## src/core/vsl_pkg.sv

```systemverilog
// shared constants and types of the single-wire link mode controller
package vsl_pkg;
    // ****************************************
    // register offsets
    // ****************************************
    localparam logic [7:0] ADDR_ROUNDTRIP = 8'h3b;
    localparam logic [7:0] ADDR_CONTROL_ONE = 8'h3c;
    localparam logic [7:0] ADDR_CONTROL_TWO = 8'h3d;
    localparam logic [7:0] ADDR_STATE_VEC = 8'h3e;
    localparam logic [7:0] ADDR_DATA = 8'h3f;
    // ****************************************
    // field positions, masks and reset values
    // ****************************************
    localparam int RECEIVE_POLARITY_BIT = 6;
    localparam int IGNORE_MESSAGE_BIT = 7;
    localparam int WCH_BIT = 0;
    localparam int ANALOG_LOOP_SELECT_BIT = 7;
    localparam int DIGITAL_LOOP_SELECT_BIT = 6;
    localparam int RX4X_BIT = 5;
    localparam int TRANSMIT_END_OF_DATA_BIT = 3;
    localparam logic [7:0] ROUNDTRIP_WMASK = 8'hcf;
    localparam logic [7:0] CONTROL_ONE_WMASK = 8'hf3;
    localparam logic [7:0] RST_ROUNDTRIP = 8'h00;
    localparam logic [7:0] RST_CONTROL_ONE = 8'h00;
    localparam logic [7:0] RST_CONTROL_TWO = 8'h00;
    localparam logic [7:0] RST_DATA = 8'h00;
    // ****************************************
    // timing, _US figures in microseconds, CLK_MHZ in megahertz, SETTLE_CYC in clock cycles
    // ****************************************
    localparam int CLK_MHZ = 100;
    localparam int SHORT_US = 64;
    localparam int LONG_US = 128;
    localparam int SOF_US = 200;
    localparam int SPLIT_US = 96;
    localparam int SOF_MIN_US = 164;
    localparam int EOF_MIN_US = 240;
    localparam int SETTLE_US = 10;
    localparam int SETTLE_CYC = SETTLE_US * CLK_MHZ;
    // ****************************************
    // filter, check byte, state vector codes
    // ****************************************
    localparam logic [3:0] FILT_TOP = 4'hf;
    localparam logic [7:0] CRC_POLY = 8'h1d;
    localparam logic [7:0] CRC_INIT = 8'hff;
    localparam logic [7:0] CRC_GOOD = 8'hc4;
    localparam int SV_FLAGS = 6;
    localparam logic [3:0] SV_NONE = 4'h0;
    localparam int SV_WAKE = 1;
    localparam int SV_TX_NEED = 2;
    localparam int SV_RX_FULL = 3;
    localparam int SV_EOF = 4;
    localparam int SV_LOST = 5;
    localparam int SV_CRC = 6;
    typedef enum logic [1:0] {VSL_RUN, VSL_WAIT, VSL_STOP} vsl_mode_t;
    typedef enum logic {VSL_TX_IDLE, VSL_TX_SYM} vsl_tx_t;
    typedef struct packed {
        logic [7:0] addr;
        logic [7:0] wdata;
        logic wr;
        logic rd;
    } vsl_bus_req_t;
endpackage

```

## src/core/vsl_mode_ctrl.sv

```systemverilog
// mode control, filter, symbol codec and register port of the single-wire link
// What this block does
// - in reset all registers and outputs take reset values, inputs ignored
// - any reset source forces run mode at once
// - run mode is held during reset and kept when every reset source is released
// - wait instruction with halt select clear enters wait, clocks running
// - in wait, first passive-to-active edge wakes to run with interrupt
// - in wait, a valid end-of-frame also wakes with interrupt
// - stop instruction, or wait with halt select set, enters stop
// - in stop clocks halt; bus activity wakes to run with interrupt
// - after stop, reception waits for settled clocks and running processor
// - digital loopback joins transmit to receive internally, bus left undriven
// - analog loopback leaves codec alone; on exit wait for idle bus
// - bits coded in variable pulse width at 10.4 kbps
// - quad rate receive mode takes frames at 41.6 kbps
// - receive filter counter saturates 0..15, output flips only at ends
// - transmit check byte: all-ones start, complement appended msb first
// - receive check over data and check byte, remainder not c4 flags error
module vsl_mode_ctrl #(
    parameter int SHORT_CYC = vsl_pkg::SHORT_US * vsl_pkg::CLK_MHZ,
    parameter int LONG_CYC = vsl_pkg::LONG_US * vsl_pkg::CLK_MHZ,
    parameter int SOF_CYC = vsl_pkg::SOF_US * vsl_pkg::CLK_MHZ,
    parameter int SPLIT_CYC = vsl_pkg::SPLIT_US * vsl_pkg::CLK_MHZ,
    parameter int SOF_MIN_CYC = vsl_pkg::SOF_MIN_US * vsl_pkg::CLK_MHZ,
    parameter int EOF_MIN_CYC = vsl_pkg::EOF_MIN_US * vsl_pkg::CLK_MHZ
) (
    // clock and reset
    input wire logic mclk,
    input wire logic rst_b,
    // register port
    input wire vsl_pkg::vsl_bus_req_t bus_req,
    output logic [7:0] bus_rdata,
    // processor power handshake
    input wire logic cpu_wait_exec,
    input wire logic cpu_stop_exec,
    input wire logic cpu_running,
    output logic wake_irq,
    output logic clocks_halted,
    output vsl_pkg::vsl_mode_t link_mode,
    // transceiver pins
    input wire logic link_rx_in,
    output logic link_tx_out
);
    logic [7:0] roundtrip, ctl_one, ctl_two, rx_buf, tx_byte, tx_sh, rx_sh, rx_crc, tx_crc;
    logic rx_meta, rx_sync, rx_active_raw, filt_in, filt, filt_q, digital_loop_select;
    logic [3:0] filt_cnt, sv_code, tx_bits;
    logic [15:0] wcnt, sym_cnt;
    logic [1:0] rx_sh_amt;
    logic [2:0] rx_bits;
    logic [11:0] settle;
    logic in_frame, rx_ready, analog_loop_select_q, analog_loop_select_hold, tx_level, tx_full, crc_sent;
    logic edge_evt, sof_evt, bit_evt, bit_val, byte_evt, eof_evt, idle_evt, bus_idle;
    logic sym_end, lost_evt, tx_start, tx_reload, tx_finish, crc_load, tx_bit;
    logic data_wr, data_rd, sv_rd;
    logic [vsl_pkg::SV_FLAGS:1] flag, flag_set, flag_clr;
    vsl_pkg::vsl_tx_t tx_state;

    function automatic logic [7:0] crc_step(input logic [7:0] c, input logic b);
        logic fb;
        fb = c[7] ^ b;
        return {c[6:0], 1'b0} ^ (fb ? vsl_pkg::CRC_POLY : 8'h00);
    endfunction

    // ****************************************
    // pin synchroniser and loopback routing
    // ****************************************
    always_ff @(posedge mclk) begin
        if (!rst_b) begin
            rx_meta <= 1'b0;
            rx_sync <= 1'b0;
        end else begin
            rx_meta <= link_rx_in;
            rx_sync <= rx_meta;
        end
    end
    assign rx_active_raw = rx_sync ^ roundtrip[vsl_pkg::RECEIVE_POLARITY_BIT];
    assign digital_loop_select = ctl_two[vsl_pkg::DIGITAL_LOOP_SELECT_BIT];
    assign filt_in = digital_loop_select ? tx_level : rx_active_raw;
    assign link_tx_out = tx_level & ~digital_loop_select;
    assign clocks_halted = (link_mode == vsl_pkg::VSL_STOP);

    // ****************************************
    // receive noise filter
    // ****************************************
    always_ff @(posedge mclk) begin
        if (!rst_b) begin
            filt_cnt <= 4'h0;
            filt <= 1'b0;
        end else if (!clocks_halted) begin
            if (filt_in && filt_cnt != vsl_pkg::FILT_TOP) begin
                filt_cnt <= filt_cnt + 4'h1;
            end else if (!filt_in && filt_cnt != 4'h0) begin
                filt_cnt <= filt_cnt - 4'h1;
            end
            if (filt_cnt == vsl_pkg::FILT_TOP) begin
                filt <= 1'b1;
            end else if (filt_cnt == 4'h0) begin
                filt <= 1'b0;
            end
        end
    end

    // ****************************************
    // receive symbol decoder
    // ****************************************
    // quad rate shrinks every receive threshold by four
    assign rx_sh_amt = ctl_two[vsl_pkg::RX4X_BIT] ? 2'd2 : 2'd0;
    assign edge_evt = rx_ready && (filt != filt_q);
    assign sof_evt = edge_evt && filt_q && (wcnt >= (16'(SOF_MIN_CYC) >> rx_sh_amt));
    // a passive period past the start threshold is end-of-data and carries no bit
    assign bit_evt = edge_evt && in_frame && !sof_evt && (wcnt < (16'(SOF_MIN_CYC) >> rx_sh_amt));
    // active short is one, passive long is one
    assign bit_val = filt_q ? (wcnt < (16'(SPLIT_CYC) >> rx_sh_amt)) : (wcnt >= (16'(SPLIT_CYC) >> rx_sh_amt));
    assign byte_evt = bit_evt && (rx_bits == 3'd7);
    assign idle_evt = !filt && (wcnt == (16'(EOF_MIN_CYC) >> rx_sh_amt));
    assign eof_evt = rx_ready && in_frame && idle_evt;
    assign bus_idle = !filt && !in_frame && (wcnt >= (16'(EOF_MIN_CYC) >> rx_sh_amt));

    always_ff @(posedge mclk) begin
        if (!rst_b) begin
            filt_q <= 1'b0;
            wcnt <= 16'h0000;
        end else begin
            filt_q <= filt;
            // analog loop exit restarts idle count, else a long-quiet bus never re-arms
            if (filt != filt_q || (analog_loop_select_q && !ctl_two[vsl_pkg::ANALOG_LOOP_SELECT_BIT])) begin
                wcnt <= 16'h0000;
            end else if (wcnt != 16'hffff) begin
                wcnt <= wcnt + 16'h0001;
            end
        end
    end

    always_ff @(posedge mclk) begin
        if (!rst_b) begin
            in_frame <= 1'b0;
            rx_bits <= 3'd0;
            rx_sh <= 8'h00;
            rx_crc <= vsl_pkg::CRC_INIT;
            rx_buf <= vsl_pkg::RST_DATA;
        end else begin
            if (sof_evt) begin
                in_frame <= 1'b1;
                rx_bits <= 3'd0;
                rx_crc <= vsl_pkg::CRC_INIT;
            end else if (bit_evt) begin
                rx_sh <= {rx_sh[6:0], bit_val};
                // check byte runs through the same divisor
                rx_crc <= crc_step(rx_crc, bit_val);
                rx_bits <= rx_bits + 3'd1;
                if (byte_evt) begin
                    rx_buf <= {rx_sh[6:0], bit_val};
                end
            end else if (eof_evt) begin
                in_frame <= 1'b0;
            end
        end
    end

    // reception held off after stop until settled and processor runs
    always_ff @(posedge mclk) begin
        if (!rst_b) begin
            rx_ready <= 1'b1;
            settle <= 12'h000;
        end else if (clocks_halted) begin
            rx_ready <= 1'b0;
            settle <= 12'h000;
        end else if (!rx_ready && cpu_running) begin
            if (settle == 12'(vsl_pkg::SETTLE_CYC - 1)) begin
                rx_ready <= 1'b1;
            end else begin
                settle <= settle + 12'h001;
            end
        end
    end

    // after analog loop exit, a fresh idle period is needed
    always_ff @(posedge mclk) begin
        if (!rst_b) begin
            analog_loop_select_q <= 1'b0;
            analog_loop_select_hold <= 1'b0;
        end else begin
            analog_loop_select_q <= ctl_two[vsl_pkg::ANALOG_LOOP_SELECT_BIT];
            if (analog_loop_select_q && !ctl_two[vsl_pkg::ANALOG_LOOP_SELECT_BIT]) begin
                analog_loop_select_hold <= 1'b1;
            end else if (idle_evt) begin
                analog_loop_select_hold <= 1'b0;
            end
        end
    end

    // ****************************************
    // transmit symbol encoder
    // ****************************************
    assign data_wr = bus_req.wr && (bus_req.addr == vsl_pkg::ADDR_DATA);
    assign data_rd = bus_req.rd && (bus_req.addr == vsl_pkg::ADDR_DATA);
    assign sv_rd = bus_req.rd && (bus_req.addr == vsl_pkg::ADDR_STATE_VEC);
    assign sym_end = (tx_state == vsl_pkg::VSL_TX_SYM) && (sym_cnt == 16'h0000);
    // filtered bus level must match what we drive
    assign lost_evt = sym_end && (filt != tx_level);
    assign tx_start = (tx_state == vsl_pkg::VSL_TX_IDLE) && tx_full && bus_idle && !analog_loop_select_hold
        && (link_mode == vsl_pkg::VSL_RUN);
    assign tx_reload = sym_end && !lost_evt && (tx_bits == 4'd0) && tx_full;
    assign crc_load = sym_end && !lost_evt && (tx_bits == 4'd0) && !tx_full && !crc_sent
        && ctl_two[vsl_pkg::TRANSMIT_END_OF_DATA_BIT];
    assign tx_finish = sym_end && !lost_evt && (tx_bits == 4'd0) && !tx_full && !crc_load;
    assign tx_bit = sym_end && !lost_evt && (tx_bits != 4'd0);

    always_ff @(posedge mclk) begin
        if (!rst_b) begin
            tx_full <= 1'b0;
            tx_byte <= vsl_pkg::RST_DATA;
        end else if (data_wr) begin
            tx_full <= 1'b1;
            tx_byte <= bus_req.wdata;
        end else if (tx_start || tx_reload) begin
            tx_full <= 1'b0;
        end
    end

    always_ff @(posedge mclk) begin
        if (!rst_b) begin
            tx_state <= vsl_pkg::VSL_TX_IDLE;
            tx_level <= 1'b0;
            sym_cnt <= 16'h0000;
            tx_sh <= 8'h00;
            tx_bits <= 4'd0;
            tx_crc <= vsl_pkg::CRC_INIT;
            crc_sent <= 1'b0;
        end else if (lost_evt || tx_finish) begin
            tx_state <= vsl_pkg::VSL_TX_IDLE;
            tx_level <= 1'b0;
        end else if (tx_start) begin
            tx_state <= vsl_pkg::VSL_TX_SYM;
            tx_level <= 1'b1;
            sym_cnt <= 16'(SOF_CYC - 1);
            tx_sh <= tx_byte;
            tx_bits <= 4'd8;
            tx_crc <= vsl_pkg::CRC_INIT;
            crc_sent <= 1'b0;
        end else if (tx_reload) begin
            tx_sh <= tx_byte;
            tx_bits <= 4'd8;
        end else if (crc_load) begin
            tx_sh <= ~tx_crc;
            tx_bits <= 4'd8;
            crc_sent <= 1'b1;
        end else if (tx_bit) begin
            // level alternates; long when bit differs from new level
            tx_level <= ~tx_level;
            sym_cnt <= (tx_sh[7] ^ ~tx_level) ? 16'(LONG_CYC - 1) : 16'(SHORT_CYC - 1);
            tx_sh <= {tx_sh[6:0], 1'b0};
            tx_bits <= tx_bits - 4'd1;
            if (!crc_sent) begin
                tx_crc <= crc_step(tx_crc, tx_sh[7]);
            end
        end else if (sym_cnt != 16'h0000) begin
            sym_cnt <= sym_cnt - 16'h0001;
        end
    end

    // ****************************************
    // operating mode
    // ****************************************
    // synchronous reset pulls back to reset state from any mode
    // a frame still in flight is not aborted on leaving run mode
    always_ff @(posedge mclk) begin
        if (!rst_b) begin
            link_mode <= vsl_pkg::VSL_RUN;
            wake_irq <= 1'b0;
        end else begin
            wake_irq <= 1'b0;
            case (link_mode)
                vsl_pkg::VSL_RUN: begin
                    if (cpu_stop_exec || (cpu_wait_exec && ctl_one[vsl_pkg::WCH_BIT])) begin
                        link_mode <= vsl_pkg::VSL_STOP;
                    end else if (cpu_wait_exec) begin
                        link_mode <= vsl_pkg::VSL_WAIT;
                    end
                end
                vsl_pkg::VSL_WAIT: begin
                    if ((filt && !filt_q) || eof_evt) begin
                        link_mode <= vsl_pkg::VSL_RUN;
                        wake_irq <= 1'b1;
                    end
                end
                vsl_pkg::VSL_STOP: begin
                    // raw activity wakes since the filter is frozen
                    if (rx_active_raw) begin
                        link_mode <= vsl_pkg::VSL_RUN;
                        wake_irq <= 1'b1;
                    end
                end
                default: link_mode <= vsl_pkg::VSL_RUN;
            endcase
        end
    end

    // ****************************************
    // status flags and state vector
    // ****************************************
    always_comb begin
        flag_set = '0;
        flag_set[vsl_pkg::SV_WAKE] = wake_irq;
        flag_set[vsl_pkg::SV_TX_NEED] = tx_start || tx_reload;
        flag_set[vsl_pkg::SV_RX_FULL] = byte_evt && !ctl_one[vsl_pkg::IGNORE_MESSAGE_BIT];
        flag_set[vsl_pkg::SV_EOF] = eof_evt;
        flag_set[vsl_pkg::SV_LOST] = lost_evt;
        // bad remainder at end of frame
        flag_set[vsl_pkg::SV_CRC] = eof_evt && (rx_crc != vsl_pkg::CRC_GOOD);
    end

    // reading the vector clears only the cause it showed (rx full and tx need clear on data access instead), so others are not lost
    always_comb begin
        flag_clr = '0;
        for (int k = 1; k <= vsl_pkg::SV_FLAGS; k++) begin
            flag_clr[k] = sv_rd && (sv_code == 4'(k));
        end
        flag_clr[vsl_pkg::SV_RX_FULL] = data_rd;
        flag_clr[vsl_pkg::SV_TX_NEED] = data_wr;
    end

    for (genvar k = 1; k <= vsl_pkg::SV_FLAGS; k++) begin : g_flag
        always_ff @(posedge mclk) begin
            if (!rst_b) begin
                flag[k] <= 1'b0;
            end else begin
                flag[k] <= flag_set[k] | (flag[k] & ~flag_clr[k]);
            end
        end
    end

    // highest pending cause wins the code
    always_comb begin
        sv_code = vsl_pkg::SV_NONE;
        for (int k = 1; k <= vsl_pkg::SV_FLAGS; k++) begin
            if (flag[k]) begin
                sv_code = 4'(k);
            end
        end
    end

    // ****************************************
    // register port
    // ****************************************
    // registers return to reset values
    always_ff @(posedge mclk) begin
        if (!rst_b) begin
            roundtrip <= vsl_pkg::RST_ROUNDTRIP;
            ctl_one <= vsl_pkg::RST_CONTROL_ONE;
            ctl_two <= vsl_pkg::RST_CONTROL_TWO;
        end else begin
            if (sof_evt) begin
                ctl_one[vsl_pkg::IGNORE_MESSAGE_BIT] <= 1'b0;
            end
            if (lost_evt || tx_finish) begin
                ctl_two[vsl_pkg::TRANSMIT_END_OF_DATA_BIT] <= 1'b0;
            end
            if (bus_req.wr) begin
                case (bus_req.addr)
                    vsl_pkg::ADDR_ROUNDTRIP: roundtrip <= bus_req.wdata & vsl_pkg::ROUNDTRIP_WMASK;
                    vsl_pkg::ADDR_CONTROL_ONE: ctl_one <= bus_req.wdata & vsl_pkg::CONTROL_ONE_WMASK;
                    vsl_pkg::ADDR_CONTROL_TWO: ctl_two <= bus_req.wdata;
                    default: ;
                endcase
            end
        end
    end

    always_ff @(posedge mclk) begin
        if (!rst_b) begin
            bus_rdata <= 8'h00;
        end else if (bus_req.rd) begin
            case (bus_req.addr)
                vsl_pkg::ADDR_ROUNDTRIP: bus_rdata <= roundtrip;
                vsl_pkg::ADDR_CONTROL_ONE: bus_rdata <= ctl_one;
                vsl_pkg::ADDR_CONTROL_TWO: bus_rdata <= ctl_two;
                vsl_pkg::ADDR_STATE_VEC: bus_rdata <= {2'b00, sv_code, 2'b00};
                vsl_pkg::ADDR_DATA: bus_rdata <= rx_buf;
                default: bus_rdata <= 8'h00;
            endcase
        end else begin
            bus_rdata <= 8'h00;
        end
    end
endmodule

```

## config.mk

```make
export PLATFORM = sky130hd
export DESIGN_NAME = vsl_mode_ctrl
export DESIGN_NICKNAME = d
export VERILOG_FILES = /design/src/core/vsl_pkg.sv /design/src/core/vsl_mode_ctrl.sv
export SDC_FILE = /design/constraint.sdc
export NUM_CORES = 1
export LEC_CHECK = 0
export BUFFER_PORTS_ARGS = -buffer_cell sky130_fd_sc_hd__buf_2
export CAP_MARGIN = 30
export CORE_ASPECT_RATIO = 1.1
export CORE_MARGIN = 1
export CORE_UTILIZATION = 47
export DETAILED_ROUTE_END_ITERATION = 16
export SYNTH_ARGS = -nofsm -noshare
export SYNTH_HDL_FRONTEND = slang
export SYNTH_SLANG_ARGS = --single-unit
```

## constraint.sdc

```tcl
create_clock -name mclk -period 8.1 [get_ports mclk]
set_input_delay 1.215 -clock mclk [delete_from_list [all_inputs] [get_ports mclk]]
set_output_delay 1.215 -clock mclk [all_outputs]
set_load 0.02 [all_outputs]
```

# --- Word level (Yosys, flattened, before mapping) ---
# Index checks and enable logic that the tools add are counted.
classes:
  order_cmp: 5
  shifts: 3
  n_bitwise: 34
  add_sub_neg: 7
  mux: 66
  reduce_logical: 98
  eq_ne: 27
op_table:
  columns: ["operator", "n"]
  rows:
  - ["8-bit 2-to-1 mux", 11]
  - ["16-bit 2-to-1 mux", 5]
  - ["4-bit 2-to-1 mux", 13]
  - ["16-bit >= comparator", 3]
  - ["1-bit logical AND", 41]
  - ["8-bit by 6-bit equality test with 1-bit output (second input constant)", 5]
  - ["8-bit case mux with 5 select lines", 1]
  - ["16-bit less-than comparator", 2]
  - ["15-bit by 2-bit right shift with 16-bit output (first input constant)", 2]
  - ["1-bit 2-to-1 mux", 26]
  - ["2-bit AND reduction", 11]
  - ["2-bit nonzero test", 9]
  - ["16-bit by 1-bit adder with 16-bit output (second input constant)", 1]
  - ["16-bit equality test", 1]
  - ["16-bit logical NOT", 1]
  - ["16-bit inequality test (second input constant)", 1]
  - ["16-bit nonzero test", 1]
  - ["14-bit by 2-bit right shift with 16-bit output (first input constant)", 1]
  - ["16-bit by 1-bit subtractor with 16-bit output (second input constant)", 1]
  - ["8-bit by 5-bit bitwise XOR with 8-bit output", 2]
  - ["14-bit 2-to-1 mux", 1]
  - ["1-bit NOT", 14]
  - ["1-bit logical NOT", 13]
  - ["12-bit by 1-bit adder with 12-bit output (second input constant)", 1]
  - ["33 further kinds", 73]
totals:
  out_inout_bits: 13
  elab_cells: 278
  register_bits: 151
  input_bits: 24

# --- Depth between registers and ports, before layout ---
logic_depth:
  depth_word: 15
  mapped_depth: 11
  depth_no_buf: 10

# --- Worst setup path before layout ---
# No wires, ideal clock.
synth_path:
  path_type: "in2reg"
  startpoint: "input port bus_req[10] (netlist name)"
  endpoint: "register roundtrip[0]"
  n_path_buf: 2
  setup_time_ns: 0.128
  setup_slack_ns: 5.146
  t_required_ns: 7.972
  t_arrival_ns: 2.826
  stages: 7
  cell_sequence: "clkbuf_1 > nand2_1 > nor4_1 > and2_1 > clkbuf_1 > mux2i_1 > nor2_1"
synth_via:
  elab_chain_cells: 2
synth_lines:
  columns: ["element", "line", "source"]
  rows:
  - ["from (decl)", "vsl_mode_ctrl.sv:31", "input wire vsl_pkg::vsl_bus_req_t bus_req,"]
  - ["8-bit by 6-bit equality test with 1-bit output", "vsl_mode_ctrl.sv:360", "case (bus_req.addr)"]
  - ["2-bit AND reduction (no source line)", null, null]
  - ["to (signal assigned)", "vsl_mode_ctrl.sv:349", "roundtrip <= vsl_pkg::RST_ROUNDTRIP;"]
  - ["to (signal assigned)", "vsl_mode_ctrl.sv:361", "vsl_pkg::ADDR_ROUNDTRIP: roundtrip <= bus_req.wdata & vsl_pkg::ROUNDTRIP_WMASK;"]
  - ["to (decl)", "vsl_mode_ctrl.sv:44", "logic [7:0] roundtrip, ctl_one, ctl_two, rx_buf, tx_byte, tx_sh, rx_sh, rx_crc, tx_crc;"]
# Every way passes these cells.
# A chain may end at the register's enable or synchronous reset.

# --- Worst setup path after layout ---
layout_path:
  startpoint: "register ctl_two[5]"
  endpoint: "register tx_sh[2]"
layout_via:
  elab_chain_cells: 9
  elab_cells_between_ends: 10
  cone_classes: "order compare: 1; shift: 1; mux: 2; reduce/logical: 6"
layout_lines:
  columns: ["element", "line", "source"]
  rows:
  - ["from (decl)", "vsl_mode_ctrl.sv:44", null]
  - ["from (signal assigned)", "vsl_mode_ctrl.sv:351", "ctl_two <= vsl_pkg::RST_CONTROL_TWO;"]
  - ["from (signal assigned)", "vsl_mode_ctrl.sv:363", "vsl_pkg::ADDR_CONTROL_TWO: ctl_two <= bus_req.wdata;"]
  - ["2-bit 2-to-1 mux *", "vsl_mode_ctrl.sv:107", "assign rx_sh_amt = ctl_two[vsl_pkg::RX4X_BIT] ? 2'd2 : 2'd0;"]
  - ["15-bit by 2-bit right shift with 16-bit output *", "vsl_mode_ctrl.sv:117", "assign bus_idle = !filt && !in_frame && (wcnt >= (16'(EOF_MIN_CYC) >> rx_sh_amt));"]
  - ["16-bit >= comparator *", "vsl_mode_ctrl.sv:117", null]
  - ["1-bit logical AND *", "vsl_mode_ctrl.sv:117", null]
  - ["1-bit logical AND * (2 in a row)", "vsl_mode_ctrl.sv:201", "assign tx_start = (tx_state == vsl_pkg::VSL_TX_IDLE) && tx_full && bus_idle && !analog_loop_select_hold"]
  - ["1-bit logical AND *", "vsl_mode_ctrl.sv:202", "&& (link_mode == vsl_pkg::VSL_RUN);"]
  - ["4-bit nonzero test (no source line)", null, null]
  - ["2-bit AND reduction (no source line)", null, null]
  - ["to (signal assigned)", "vsl_mode_ctrl.sv:237", "tx_sh <= tx_byte;"]
  - ["to (signal assigned)", "vsl_mode_ctrl.sv:242", "tx_sh <= tx_byte;"]
  - ["to (signal assigned)", "vsl_mode_ctrl.sv:245", "tx_sh <= ~tx_crc;"]
  - ["to (decl)", "vsl_mode_ctrl.sv:44", null]
# Mark *: on every way between the ends. The rest lies on a longest branch, timed or not.

==> flow_summary_export.csv <==
group,metric,value,unit
power_and_ir_drop,internal-power,1.39,mW
critical_path,end_kind,"flip-flop",
global_route,grt_pass1_vias,5627,
cts,cts_buffer_depth,2,
routing,ant_nets,0,
cts,cts-root-buf,"clkbuf_16",
routing,routed_wl,16600,microns
critical_path,path_cells,"inv_1 > ha_1 > o21ai_0 > a211oi_1 > o31ai_1 > buf_4 > a21boi_2 > nor2_1 > a211o_1 > a21oi_1",
cts,cts_tree,"done",
yosys,synth.area.mux_share,2.78,%
timing,hold_viol,0,
final_layout,flow.area_growth_from_synthesis,10.9,%
power_and_ir_drop,powerDensity,242,nW/um^2
cts,postCtsSetupBuffers,0,
yosys,synth_xor_area_share,5.96,%
timing,slew_violations,0,
cts,clock_latency,0.43,ns
timing,finClkSkew,0.00872,ns
global_route,grt-ovfl-total,0,
critical_path,required,8.45,ns
critical_path,critPathTopFamily,"compound AO/OA/AOI/OAI gates",
cts,cts.clk_slew.worst_paths,0.06,ns
final_layout,nets,945,
timing,report.final.setup_viol,0,
routing,drtPass1Iterations,4,
placement,portBuffers,36,
yosys,synth_compound_area_share,15.6,%
yosys,async_flop_share,0,%
job,timing.max_cap.violations,0,
yosys,avgSynthCellArea,8.21,sq um
critical_path,cp_num_buf_inv,2,
yosys,ys_seq_area_share,42.0,%
critical_path,crit_type,"reg2reg",
timing,final.setup.tns,0,ns
power_and_ir_drop,total_power,1.94,mW
yosys,synth_top_family_by_area,"simple AND/OR/NAND/NOR gates",
cts,holdBufCountCts,0,
final_layout,insertedDiodeCount,0,
die,ios,37,
global_route,grt_use_total,21.8,%
routing,num_vias,6012,
power_and_ir_drop,p_switching,0.546,mW
timing,fmax,0.317,GHz
yosys,synth_edf_count,0,
cts,cts-resized-gates,0,
critical_path,r2r_slack,4.94,ns
placement,placed_area,7430,sq um
final_layout,fillers,1427,
cts,htree_levels,4,
yosys,synthSimpleGateAreaFrac,24.4,%
power_and_ir_drop,ir_drop,0.000137,V
power_and_ir_drop,p_clk_share,38.7,%
routing,drt-initial-drc-count,349,
power_and_ir_drop,seqPwrFrac,43.2,%
final_layout,reg_top3,"sym_cnt: 16 flops, wcnt: 16 flops, settle: 12 flops",
yosys,synth-adder-area-share,5.14,%
yosys,yosysUniqueCellTypes,62,
power_and_ir_drop,pwr-share-comb,18.1,%
yosys,synthesis.area,7200,sq um
critical_path,crit_path_top_delay_cell,"a21boi_2",
die,initial_core_util,48.0,%
timing,holdWs,0.434,ns
global_route,grt_antenna_before_repair,0,
critical_path,cp-start-kind,"flip-flop",
die,die_y,132,microns
routing,wl_per_cell,15.1,microns
yosys,synth_fp_nets,930,
global_route,grt_max_degree,65,
cts,cts.sinks,151,
placement,routabilityCongestion,0.873,
final_layout,final_area,7990,sq um
yosys,syn_inst,877,
die,dieArea,15800,sq um
timing,slew_headroom,31.5,%
timing,rsz0062_at_grt,"no",
power_and_ir_drop,total_leakage_power,3.03,nW
routing,vias_per_cell,5.47,
critical_path,cp_max_fo,18,
final_layout,drive_gt1_share,9.97,%
cts,numCtsBuffers,17,
placement,hpwlAfterDp,11800,microns
die,die_w,120,microns
routing,drcViolationCount,0,
timing,period_needed,3.16,ns
power_and_ir_drop,switching_share,28.2,%
yosys,ys.flop_type,"dfxtp_1",
yosys,postSynthRegisterBits,151,
timing,finalCritPeriodShare,39.0,%
critical_path,critPathMaxStageDelay,0.64,ns
global_route,grt_pass1_wl,27600,microns
die,fp-row-count,47,
yosys,yosysWarnings,0,
die,core,15000,sq um
outcome,status,"finished clean",
hold_path,hold_class,"reg2reg",
critical_path,crit_arrival,3.51,ns
timing,worst_slew_pin_slew,1.02,ns
[stage by stage]
| stage | setup slack [ns] | util (%) | cells |
|---|---|---|---|
| final | 4.94 | 53.3 | 1099 |
| after global placement | 4.89 | 49.5 | 1069 |
| after detailed placement | 4.78 | 49.5 | 1069 |
| after CTS | 4.96 | 53.3 | 1099 |
| after floorplan | 5.15 | - | 877 |
| after global routing | 4.69 | 53.3 | 1099 |
[path summary, 6_finish.rpt]
| kind | cells after the start | startpoint | endpoint |
|---|---|---|---|
| hold / removal | 1 | rx_meta | rx_sync |
| setup reg to reg | 10 | ctl_two[5] | tx_sh[2] |
| hold reg to reg | 1 | rx_meta | rx_sync |
| setup / recovery | 10 | ctl_two[5] | tx_sh[2] |
[synthesized netlist by cell type, drive strengths merged (9+ instances only)]
cell type / instances / area share (%)
nor3: 11 / 0.76
xnor2: 20 / 2.4
o21ai: 31 / 2.2
inv: 21 / 1.1
ha: 28 / 4.9
dfxtp: 151 / 42
nand2: 146 / 7.6
mux2i: 11 / 1.5
and3: 12 / 1.0
nand3: 33 / 2.3
a21oi: 101 / 7.0
xor2: 29 / 3.5
nor2: 100 / 5.2
a22oi: 9 / 0.94
clkbuf: 37 / 2.3
a211o: 10 / 1.2
[layout make-up]
type / count / area, sq um / share of cell area (%)
clock buffers: 18 / 429 / 5.37
clock inverters: 12 / 130 / 1.63
inverters: 22 / 82.6 / 1.03
flip-flops and latches: 151 / 3020 / 37.8
multi-input cells: 662 / 3880 / 48.6
well taps: 196 / 245 / 3.07
repair buffers: 38 / 195 / 2.44
[placed cells by master, fill, tap and decap left out, types with 5 or more instances in the layout]
cell type,Yosys,layout
nor3_1,11,11
nand4b_1,5,5
xor2_1,29,29
xnor2_1,20,20
nor2_1,100,100
a31oi_1,6,6
o21ai_0,29,29
clkbuf_16,0,17
a21oi_1,101,101
mux2_2,8,8
ha_1,28,28
and3_1,12,12
a21o_1,6,6
nor4_1,8,8
dfxtp_1,151,151
and2_1,8,8
nand4_1,8,8
inv_1,21,21
nand2_1,146,146
buf_2,1,36
a22oi_1,9,9
o22ai_1,7,7
a211oi_1,5,5
nor3b_1,6,6
a211o_1,10,10
clkinvlp_4,0,5
nand3_1,33,33
mux2i_1,11,11
[power groups by stage]
stage / Sequential [mW] / Clock [mW] / Combinational (mW)
2_1_floorplan: 0.840 / 0 / 0.285
3_3_place_gp: 0.847 / 0 / 0.333
3_5_place_dp: 0.850 / 0 / 0.346
4_1_cts: 0.835 / 0.765 / 0.351
5_1_grt: 0.844 / 0.798 / 0.394
6_report: 0.836 / 0.749 / 0.350
[cells by family (layout without fill, tap and decap cells)]
kind of cell             Yosys count  count (layout)
buffers and inverters             64              90
AND/OR/NAND/NOR                  374             374
AO/OA/AOI/OAI                    191             191
multiplexers                      19              19
XOR/XNOR                          49              49
adder cells (fa/ha/maj)           29              29
flip-flops                       151             151
[layer usage]
metal	track usage, %	vias up	part of all wire (%)
li1	-	3069	-
met3	4.54	23	2.8
met1	27.8	2824	46
met5	0	-	0
met2	36.0	96	49
met4	8.26	0	1.9
Power figures use the tool's default switching activity.
